==> src/port_cfg_pkg.sv <==
// Purpose: shared constants and types for the port direction/option block
// Assumes: 8-bit register port, byte addresses as printed
// Notes:   option registers start at 0x9e, above a gap after the direction registers
package port_cfg_pkg;
  localparam int          MAX_PORTS        = 4;
  localparam int          PIN_COUNT        = 8;
  localparam logic [7:0]  ADDR_PORT0_DIR   = 8'h93;
  localparam logic [7:0]  ADDR_PORT1_DIR   = 8'h94;
  localparam logic [7:0]  ADDR_PORT2_DIR   = 8'h95;
  localparam logic [7:0]  ADDR_PORT3_DIR   = 8'h96;
  localparam logic [7:0]  ADDR_PORT0_OPT   = 8'h9e;
  localparam logic [7:0]  ADDR_PORT1_OPT   = 8'h9f;
  localparam logic [7:0]  ADDR_PORT2_OPT   = 8'ha0;
  localparam logic [7:0]  ADDR_PORT3_OPT   = 8'ha1;
  localparam logic [7:0]  DIR_RESET        = 8'hff;
  localparam logic [2:0]  OPT_RESET        = 3'h0;
  localparam int          FUNC_HI          = 7;
  localparam int          FUNC_LO          = 5;
  localparam int          INOUT_BIT        = 4;
  localparam int          CAPTURE_BIT      = 3;
  localparam int          INDEX_HI         = 2;
  localparam int          INDEX_LO         = 0;
  localparam int          RSVD_PIN         = 7;
  localparam logic [2:0]  LFSEL_XTAL       = 3'h0;
  localparam logic [2:0]  LFSEL_LOW_AMP    = 3'h3;
  localparam logic [2:0]  LFSEL_DIGITAL    = 3'h4;
  localparam logic [2:0]  LFSEL_RESET      = 3'h0;
  localparam int          OPT_ENTRIES      = MAX_PORTS * PIN_COUNT * 2;
  localparam int          OPT_AW           = 6;

  // one decoded option register write
  typedef struct packed {
    logic [2:0] func;
    logic       inout_sel;
    logic       capture;
    logic [2:0] index;
  } opt_word_s;

  // per-port read selection kept after a capture write
  typedef struct packed {
    logic       inout_sel;
    logic [2:0] index;
  } opt_sel_s;
endpackage

==> src/opt_mem.sv <==
// Purpose: small storage of 3-bit pin function options
// Assumes: one write and one read port, registered read data
// Notes:   read data valid the cycle after the read address
`timescale 1ns/1ns
module opt_mem
  import port_cfg_pkg::*;
(
  input  wire logic              i_clk,
  input  wire logic              i_rst_n,
  input  wire logic              i_ce,
  input  wire logic              i_we,
  input  wire logic [OPT_AW-1:0] i_waddr,
  input  wire logic [2:0]        i_wdata,
  input  wire logic [OPT_AW-1:0] i_raddr,
  output logic      [2:0]        o_rdata
);
  logic [2:0] mem_r [OPT_ENTRIES];
  logic [2:0] mem_nxt [OPT_ENTRIES];
  logic [2:0] rdata_nxt;

  // next state of storage and read latch
  always_comb begin
    mem_nxt   = mem_r;
    rdata_nxt = mem_r[i_raddr];
    if (i_we) begin
      mem_nxt[i_waddr] = i_wdata;
    end
  end

  // registers only; reset gives every option its default
  always_ff @(posedge i_clk or negedge i_rst_n) begin
    if (!i_rst_n) begin
      for (int k = 0; k < OPT_ENTRIES; k++) begin
        mem_r[k] <= OPT_RESET;
      end
      o_rdata <= OPT_RESET;
    end else if (i_ce) begin
      mem_r   <= mem_nxt;
      o_rdata <= rdata_nxt;
    end
  end
endmodule

==> src/port_cfg.sv <==
// Purpose: port direction registers and indexed per-pin option access
// Assumes: one clock, register port with read data one cycle later
// Notes:   option reads come from a registered memory, so the stored
//          selection is applied at the read strobe itself
`timescale 1ns/1ns
module port_cfg
  import port_cfg_pkg::*;
#(
  parameter int NUM_PORTS = 4
)(
  input  wire logic                      I_MCLK,
  input  wire logic                      I_RESETN,
  input  wire logic                      I_CE,
  input  wire logic [7:0]                I_ADDR,
  input  wire logic [7:0]                I_WDATA,
  input  wire logic                      I_WR,
  input  wire logic                      I_RD,
  input  wire logic [2:0]                I_LFSEL,
  input  wire logic                      I_PROGRAM_MODE_PIN_PIN,
  output logic      [7:0]                O_RDATA,
  output logic      [MAX_PORTS*8-1:0]    O_PIN_OE,
  output logic      [MAX_PORTS*8-1:0]    O_PIN_INPUT,
  output logic                           O_XTAL_PINS,
  output logic                           O_LOW_AMP_CLK,
  output logic                           O_DIGITAL_CLK,
  output logic                           O_FLASH_SPI_EN
);

  ////////////////////////////////////////////////////////////////////////
  // address decode helpers

  // index of a direction register, or MAX_PORTS when not one
  function automatic int dir_port(input logic [7:0] a);
    if (a == ADDR_PORT0_DIR) begin
      return 0;
    end else if (a == ADDR_PORT1_DIR) begin
      return 1;
    end else if (a == ADDR_PORT2_DIR) begin
      return 2;
    end else if (a == ADDR_PORT3_DIR) begin
      return 3;
    end else begin
      return MAX_PORTS;
    end
  endfunction

  // index of an option register, or MAX_PORTS when not one
  function automatic int opt_port(input logic [7:0] a);
    if (a == ADDR_PORT0_OPT) begin
      return 0;
    end else if (a == ADDR_PORT1_OPT) begin
      return 1;
    end else if (a == ADDR_PORT2_OPT) begin
      return 2;
    end else if (a == ADDR_PORT3_OPT) begin
      return 3;
    end else begin
      return MAX_PORTS;
    end
  endfunction

  // storage address: port, direction, pin
  function automatic logic [OPT_AW-1:0] opt_addr(input int p,
                                                 input logic io,
                                                 input logic [2:0] ix);
    logic [1:0] pp;
    pp = p[1:0];
    return {pp, io, ix};
  endfunction

  ////////////////////////////////////////////////////////////////////////
  // input pin synchroniser

  logic program_mode_pin_meta_r;
  logic program_mode_pin_sync_r;

  // program-mode pin is asynchronous; second stage is the only reader
  always_ff @(posedge I_MCLK or negedge I_RESETN) begin
    if (!I_RESETN) begin
      program_mode_pin_meta_r <= 1'b0;
      program_mode_pin_sync_r <= 1'b0;
    end else if (I_CE) begin
      program_mode_pin_meta_r <= I_PROGRAM_MODE_PIN_PIN;
      program_mode_pin_sync_r <= program_mode_pin_meta_r;
    end
  end

  ////////////////////////////////////////////////////////////////////////
  // register state

  logic [7:0] dir_r   [MAX_PORTS];
  logic [7:0] dir_nxt [MAX_PORTS];
  opt_sel_s   sel_r   [MAX_PORTS];
  opt_sel_s   sel_nxt [MAX_PORTS];
  logic       rd_opt_r;
  logic       rd_opt_nxt;
  logic [7:0] rdata_nxt;
  logic [7:0] rdata_r;
  opt_word_s  wword;
  int         wdir;
  int         wopt;
  int         rdir;
  int         ropt;
  logic              mem_we;
  logic [OPT_AW-1:0] mem_waddr;
  logic [OPT_AW-1:0] mem_raddr;
  logic [2:0]        mem_rdata;

  assign wword = opt_word_s'(I_WDATA);
  assign wdir  = dir_port(I_ADDR);
  assign wopt  = opt_port(I_ADDR);
  assign rdir  = wdir;
  assign ropt  = wopt;

  // next values of direction and selection registers
  always_comb begin
    dir_nxt    = dir_r;
    sel_nxt    = sel_r;
    rd_opt_nxt = 1'b0;
    rdata_nxt  = 8'h00;
    mem_we     = 1'b0;
    mem_waddr  = '0;
    mem_raddr  = '0;
    if (I_WR && wdir < NUM_PORTS) begin
      dir_nxt[wdir] = I_WDATA;
      if (wdir == MAX_PORTS - 1) begin
        dir_nxt[wdir][RSVD_PIN] = DIR_RESET[RSVD_PIN];
      end
    end
    if (I_WR && wopt < NUM_PORTS) begin
      if (wword.capture) begin
        // capture only: option field dropped
        sel_nxt[wopt].inout_sel = wword.inout_sel;
        sel_nxt[wopt].index     = wword.index;
      end else begin
        mem_we    = 1'b1;
        mem_waddr = opt_addr(wopt, wword.inout_sel, wword.index);
      end
    end
    if (I_RD && rdir < NUM_PORTS) begin
      rdata_nxt = dir_r[rdir];
    end
    if (I_RD && ropt < NUM_PORTS) begin
      rd_opt_nxt = 1'b1;
      mem_raddr  = opt_addr(ropt, sel_r[ropt].inout_sel,
                            sel_r[ropt].index);
    end
  end

  // register stage; unpopulated ports stay at reset forever
  always_ff @(posedge I_MCLK or negedge I_RESETN) begin
    if (!I_RESETN) begin
      for (int p = 0; p < MAX_PORTS; p++) begin
        dir_r[p] <= DIR_RESET;
        sel_r[p] <= '0;
      end
      rd_opt_r <= 1'b0;
      rdata_r  <= 8'h00;
    end else if (I_CE) begin
      dir_r    <= dir_nxt;
      sel_r    <= sel_nxt;
      rd_opt_r <= rd_opt_nxt;
      rdata_r  <= rdata_nxt;
    end
  end

  ////////////////////////////////////////////////////////////////////////
  // option storage

  opt_mem u_opt_mem (
    .i_clk   (I_MCLK),
    .i_rst_n (I_RESETN),
    .i_ce    (I_CE),
    .i_we    (mem_we),
    .i_waddr (mem_waddr),
    .i_wdata (wword.func),
    .i_raddr (mem_raddr),
    .o_rdata (mem_rdata)
  );

  // read data: option field in the top bits, lower bits read as zero
  always_comb begin
    O_RDATA = rdata_r;
    if (rd_opt_r) begin
      O_RDATA = {mem_rdata, 5'h00};
    end
  end

  ////////////////////////////////////////////////////////////////////////
  // pin direction outputs and clock/flash routing

  logic [MAX_PORTS*8-1:0] oe_r;
  logic [MAX_PORTS*8-1:0] in_r;
  logic [MAX_PORTS*8-1:0] oe_nxt;
  logic [MAX_PORTS*8-1:0] in_nxt;
  logic xtal_r;
  logic lamp_r;
  logic dig_r;
  logic fspi_r;

  // per-port direction mapping; missing ports stay inputs
  genvar g;
  generate
    for (g = 0; g < MAX_PORTS; g++) begin : g_port
      if (g < NUM_PORTS) begin : g_live
        assign oe_nxt[g*8 +: 8] = ~dir_r[g];
        assign in_nxt[g*8 +: 8] = dir_r[g];
      end else begin : g_dead
        assign oe_nxt[g*8 +: 8] = 8'h00;
        assign in_nxt[g*8 +: 8] = DIR_RESET;
      end
    end
  endgenerate

  // registered so every pin, clock and flash output leaves a flip-flop
  always_ff @(posedge I_MCLK or negedge I_RESETN) begin
    if (!I_RESETN) begin
      oe_r   <= '0;
      in_r   <= '1;
      xtal_r <= 1'b0;
      lamp_r <= 1'b0;
      dig_r  <= 1'b0;
      fspi_r <= 1'b0;
    end else if (I_CE) begin
      oe_r   <= oe_nxt;
      in_r   <= in_nxt;
      xtal_r <= (I_LFSEL == LFSEL_XTAL);
      lamp_r <= (I_LFSEL == LFSEL_LOW_AMP);
      dig_r  <= (I_LFSEL == LFSEL_DIGITAL);
      fspi_r <= program_mode_pin_sync_r;
    end
  end

  assign O_PIN_OE       = oe_r;
  assign O_PIN_INPUT    = in_r;
  assign O_XTAL_PINS    = xtal_r;
  assign O_LOW_AMP_CLK  = lamp_r;
  assign O_DIGITAL_CLK  = dig_r;
  assign O_FLASH_SPI_EN = fspi_r;
endmodule

==> config.mk <==
export PLATFORM = sky130hd
export DESIGN_NAME = port_cfg
export DESIGN_NICKNAME = d
export VERILOG_FILES = /design/src/port_cfg_pkg.sv /design/src/opt_mem.sv /design/src/port_cfg.sv
export SDC_FILE = /design/constraint.sdc
export NUM_CORES = 1
export LEC_CHECK = 0
export BUFFER_PORTS_ARGS = -buffer_cell sky130_fd_sc_hd__buf_2
export CAP_MARGIN = 0
export CORE_MARGIN = 2
export CORE_UTILIZATION = 65
export DETAILED_ROUTE_END_ITERATION = 10
export PLACE_DENSITY = 0.85
export SYNTH_ARGS = -nofsm -noshare
export SYNTH_HDL_FRONTEND = slang
export SYNTH_HIERARCHICAL = 1
export SYNTH_SLANG_ARGS = --single-unit
==> constraint.sdc <==
create_clock -name I_MCLK -period 6.6 [get_ports I_MCLK]
set_clock_uncertainty 0.1 [all_clocks]
set_input_delay 0.99 -clock I_MCLK [delete_from_list [all_inputs] [get_ports I_MCLK]]
set_output_delay 0.99 -clock I_MCLK [all_outputs]
set_load 0.02 [all_outputs]
**Yosys cells after proc, flatten, opt, wreduce, memory -nomap -nowiden**

Cells that the tools add are included.

- Register bits after elaboration: 322
- Bits in latches: 0
- Memory bits (writable): 0
- Bits in read-only memories: 0
- Bits of input ports: 25
- Output and inout bits: 76
- Logic and storage cells: 167
- Memories: 0

- $add $sub $neg: 0
- Multipliers: 0
- Div/mod/pow operators: 0
- Magnitude comparators: 9
- Equal/unequal tests: 11
- Shift-type cells: 0
- Multiplexer cells: 40
- Bitwise logic cells: 9
- Reduce and logical (&&, ||, !) cells: 11

Operators by type and width:

| cell | number |
|---|---|
| $bwmux W192 | 1 |
| $eq A8 B8 Y1 const B | 8 |
| $ge A32 B3 Y1 const B | 2 |
| $lt A32 B1 Y1 const B | 2 |
| $lt A32 B4 Y1 const B | 2 |
| $mux W32 | 2 |
| $not A32 Y32 | 2 |
| $mux W8 | 6 |
| $mux W3 | 11 |
| $bwmux W16 | 2 |
| $bwmux W32 | 1 |
| $demux W8 S2 | 2 |
| $eq A32 B3 Y1 const B | 1 |
| $not A8 Y8 | 4 |
| $or A32 B32 Y32 | 1 |
| $bmux W3 S6 | 1 |
| $demux W3 S6 | 1 |
| $mux W6 | 3 |
| $bmux W8 S2 | 1 |
| $demux W4 S2 | 2 |
| $ge A7 B7 Y1 const B | 2 |
| $not A6 Y7 | 2 |
| $mux W4 | 3 |
| $bmux W4 S2 | 1 |
| 8 further kinds | 17 |

**Logic depth before layout (Yosys ltp)**

- Word-level depth: 14
- Depth in mapped cells: 13
- Depth with buffers taken out: 9

**Modules after synthesis**

The synthesis kept the hierarchy.

By module, submodules not included:

| module | times used | cells each | area each (um^2) | seq. area each (um^2) |
|---|---|---|---|---|
| opt_mem | 1 | 627 | 9,163.8 | 4,879.7 |
| port_cfg | 1 | 455 | 5,729.2 | 3,258.1 |

**Least setup slack after synthesis**

OpenSTA, ideal clock, no wires.

- Path kind: input to register
- Start: input I_ADDR[2]
- End: register u_opt_mem.o_rdata[1]
- Library setup time: 118 ps
- Data arrival time: 4,048 ps
- Data required time: 6,382 ps
- Setup slack: 2,334 ps
- Stages on the path: 12
- Path through: or4b_1 > buf_2 > nor3_1 > o21ai_0 > a31oi_1 > buf_6 > buf_2 > mux4_2 > mux2i_1 > a21oi_1 > a32o_1 > a21o_1

- Cells in the longest elaborated chain, start to end: 14
- Elaborated cells on any way between the ends: 19
- Those cells by class: 1 x order compare; 4 x eq/ne; 11 x mux; 2 x bitwise; 1 x reduce/logical

RTL lines:

| element | RTL line | text |
|---|---|---|
| from (decl) | port_cfg.sv:14 | `input wire logic [7:0] I_ADDR,` |
| $eq A8 B8 Y1 | port_cfg.sv:55 | `end else if (a == ADDR_PORT3_OPT) begin` |
| $mux W3 | port_cfg.sv:55 |  |
| $mux W3 | port_cfg.sv:53 | `end else if (a == ADDR_PORT2_OPT) begin` |
| $mux W3 | port_cfg.sv:51 | `end else if (a == ADDR_PORT1_OPT) begin` |
| $mux W3 (*) | port_cfg.sv:49 | `if (a == ADDR_PORT0_OPT) begin` |
| branches (longest 4 deep; another with $lt A32 B4 Y1) | - |  |
| $mux W6 (*) | port_cfg.sv:143 | `if (I_RD && ropt < NUM_PORTS) begin` |
| via mem_raddr[2] | port_cfg.sv:106 | `logic [OPT_AW-1:0] mem_raddr;` |
| $not A6 Y7 (not written as such) (*) | opt_mem.sv:24 | `rdata_nxt = mem_r[i_raddr];` |
| $bmux W3 S6 (*) | opt_mem.sv:24 |  |
| $mux W3 (not written as such) (*) (2 in a row) | opt_mem.sv:24 |  |
| to (signal assigned) | opt_mem.sv:39 | `o_rdata <= rdata_nxt;` |
| to (decl) | opt_mem.sv:15 | `output logic [2:0] o_rdata` |

Mark *: on every way through the listed nets, which the timed path passes. The select of a mux whose other input is x is not followed.
A chain may end at the register's enable or synchronous reset.

**Final worst setup path**

- Start: input I_ADDR[1]
- End: register u_opt_mem.o_rdata[2]

The elaborated chain is that of the path after synthesis.

==> summary.txt <==
Cells and area
  – Syn-to-layout area delta: 12.4%
  – Fin nets: 1193
  – Finished Layout Cells: 1476
  – Ant diodes: 0
  – Share of layout cells above drive strength 1: 0.474

CTS
  – CTS tree: yes
  – Clock Path Buffers: 3
  – Postcts setup bufs: 0
  – H-Tree Depth: 2
  – CTS Hold Bufs: 0
  – # clock sinks: 322
  – Clock transition at path regs: 0.06 ns
  – Post-CTS sizing: 0
  – Clock Latency Late Sink: 0.51 ns
  – Cts bufs inserted: 34
  – CTS root buf: clkbuf_16

Floorplanning
  – Die area: 24100 µm²
  – Boundary Pins: 101
  – Starting density of the core: 0.660
  – Die height: 155 µm
  – Chip width: 155 µm
  – Number of cell rows: 55
  – Core outline area: 22600 µm²

Detailed routing
  – Met1 Wirelength: 14100 µm
  – Routed via count: 9512
  – 1st-pass router iterations: 5
  – Routed length on met3: 2100 µm
  – DR top layer: met4
  – Routed met2 length: 16400 µm
  – Routed WL: 33700 µm
  – WL/cell: 22.8 µm
  – DRC marker count from the first detailed-route iteration: 714
  – Vias/cell: 6.44
  – DRC violations left: 0
  – Antenna Violating Nets Remaining: 0

Yosys
  – Yosys reg bits: 322
  – Post-synth EDFFs: 0
  – Post-synthesis cell type count: 54
  – Post-Syn Nets: 1107
  – Area contributors post-synth: dfrtp_1 (43%), mux2_2 (20%), dfstp_2 (11%), mux4_2 (7.3%), mux2i_1 (3.4%)
  – Sequential fraction of the synthesis area: 0.546
  – Fraction of post-synthesis cell area in the top cell type by area: 0.434
  – Synth warn: 6
  – Post-synthesis cell area: 14900 µm²
  – Syn_area_per_cell: 13.8 µm²
  – Asr flop ratio synth: 1.00
  – Synth Instances: 1082
  – Post-synth top area cell: dfrtp_1
  – Main flop type after synthesis: dfrtp_1

Setup path
  – CP max FO: 32
  – Crit. End Element: flop
  – WS Path Type: in2reg
  – CP required: 6.88 ns
  – CP Launch Type: input port
  – WP data arrival: 4.88 ns

Pwr
  – Sequential power share: 0.494
  – Pleak: 7.90 nW
  – Pwr Density: 245 nW/µm²
  – Pint: 3.21 mW
  – Final Power: 4.11 mW
  – Combinational group share of total power: 0.046
  – Worst VDD drop: 202 µV
  – NetSw: 0.897 mW
  – Clk pwr share: 0.460
  – Switching fraction of total power: 0.218

Timing
  – Slew Limit Fails: 0
  – Final Hold Slack: 0.348 ns
  – Slew @ Worst Pin: 1.12 ns
  – Final Hold Viols: 0
  – Slack of the critical path: 2.01 ns
  – Relative slew slack: 0.253
  – Final setup vio count: 0
  – Min cycle time layout: 4.59 ns
  – Peak Freq: 218 MHz
  – RSZ-0062 raised after global routing: false
  – Total negative slack: 0 ns
  – Fin crit share: 0.696

Job
  – Max_cap viols: 0

GRT
  – Largest net degree at the start of global routing: 154
  – Gr ovfl total: 0
  – GRT Util Overall: 0.286
  – First-pass GRT wire length: 54200 µm
  – Initial antenna violation count: 0
  – Vias in the first global route: 9813

Min path
  – Min-delay worst type: in2async

Placed design
  – Dpl hpwl: 21200 µm
  – Pre-CTS WS: 1.59 ns
  – RD Place Congestion: 0.886
  – Placed cell count: 1417
  – I/O Buffers: 100

Outcome
  – Status: completed
## power groups by stage
stage	clock network (mW)	registers (mW)	logic [mW]
floorplan	0	2.08	0.0785
global placement	0	2.06	0.186
detailed placement	0	2.06	0.189
CTS	1.92	2.03	0.191
global route	2.00	2.03	0.207
finish	1.89	2.03	0.189
## flip-flops by register name, summed over array words and instances, names as in the netlist
name,cells
sel_r,16
O_FLASH_SPI_EN,1
O_XTAL_PINS,1
rdata_r,8
O_PIN_INPUT,32
program_mode_pin_meta_r,1
program_mode_pin_sync_r,1
dir_r,32
u_opt_mem/mem_r,192
O_LOW_AMP_CLK,1
O_PIN_OE,32
rd_opt_r,1
O_DIGITAL_CLK,1
u_opt_mem/o_rdata,3
## cell families after synthesis
logic type | count (synthesis) | synth area share
muxes | 376 | 0.318
DFF | 322 | 0.546
buffers and inverters | 110 | 0.0307
AOI/OAI and AO/OA | 63 | 0.0312
and+or+nand+nor | 210 | 0.0728
xor gates and xnor gates | 1 | 0.000588
## placed cells by master, fill, tap and decap left out, types with 3 or more instances in the layout
master     instances
a2111oi_0          5
a21oi_1            6
a22oi_1            3
a2bb2oi_1          3
a32oi_1            3
and2_1             8
and3_1             3
buf_2             98
buf_4             14
clkbuf_1          12
clkbuf_16         37
clkbuf_8           4
clkinv_2           3
dfrtp_1          258
dfstp_2           64
inv_1             45
mux2_2           269
mux2_4             8
mux2i_1           51
mux4_2            48
nand2_1           48
nand2b_1          15
nand3_1            4
nand3b_1           6
nand4_1            3
nor2_1            69
nor2b_1           13
nor3_1             9
nor4_1            10
o211ai_1           4
o21a_1             5
o21ai_0           11
o221ai_1           3
o32ai_1            5
o41ai_1            5
## through the flow
step	area [µm²]	util
after floorplan	14900	-
after global placement	15600	0.693
after detailed placement	15600	0.693
after CTS	16700	0.742
after global routing	16700	0.742
final	16700	0.742
## final timing paths
path                             from              endpoint  slack (ns)  depth (start not counted)
max reg2reg                  sel_r[2]  u_opt_mem/o_rdata[2]        3.24                         10
min                          I_RESETN          O_PIN_OE[28]        0.35                          1
max in group asynchronous    I_RESETN   u_opt_mem/mem_r[50]        4.50                          2
max                         I_ADDR[1]  u_opt_mem/o_rdata[2]        2.01                         12
min reg2reg                rdata_r[0]            rdata_r[0]        0.40                          2
min in group I_MCLK        rdata_r[0]            rdata_r[0]        0.40                          2
## per-layer routing
layer,up-vias,track usage
met5,-,0
met3,94,0.0409
met2,407,0.471
met4,0,0.104
met1,4921,0.395
li1,4090,-
## worst max-delay path, cell delays in order
cell and delay, ns:
buf_2 0.49, clkinv_1 0.43, nor3_1 0.34, o21ai_0 0.14
buf_4 0.19, a31oi_4 0.39, buf_4 0.37, mux4_2 0.54
mux2_2 0.28, a22oi_1 0.15, o221ai_1 0.20, a221o_1 0.37
## synthesized netlist by cell type (all sizes together), types with 4 or more instances
cell type,n
inv,45
nand2,48
nand3,4
nor4,14
nor2,70
clkbuf,42
mux2i,51
a2111oi,5
nor3,9
o21ai,11
o21a,5
nand2b,15
mux2,277
o41ai,5
a21oi,6
o32ai,5
o211ai,4
mux4,48
dfstp,64
buf,22
nor2b,13
dfrtp,258
nand3b,6
and2,8
a31oi,4
## final cells by class
type / count / area (µm²)
clock buffers: 53 / 1030
clock inverters: 6 / 82.6
fillers: 1382 / 5830
inverters: 46 / 173
multi-input cells: 650 / 6340
flip-flops and latches: 322 / 8140
well taps: 285 / 357
repair buffers: 114 / 631
Power figures use the tool's default switching activity.
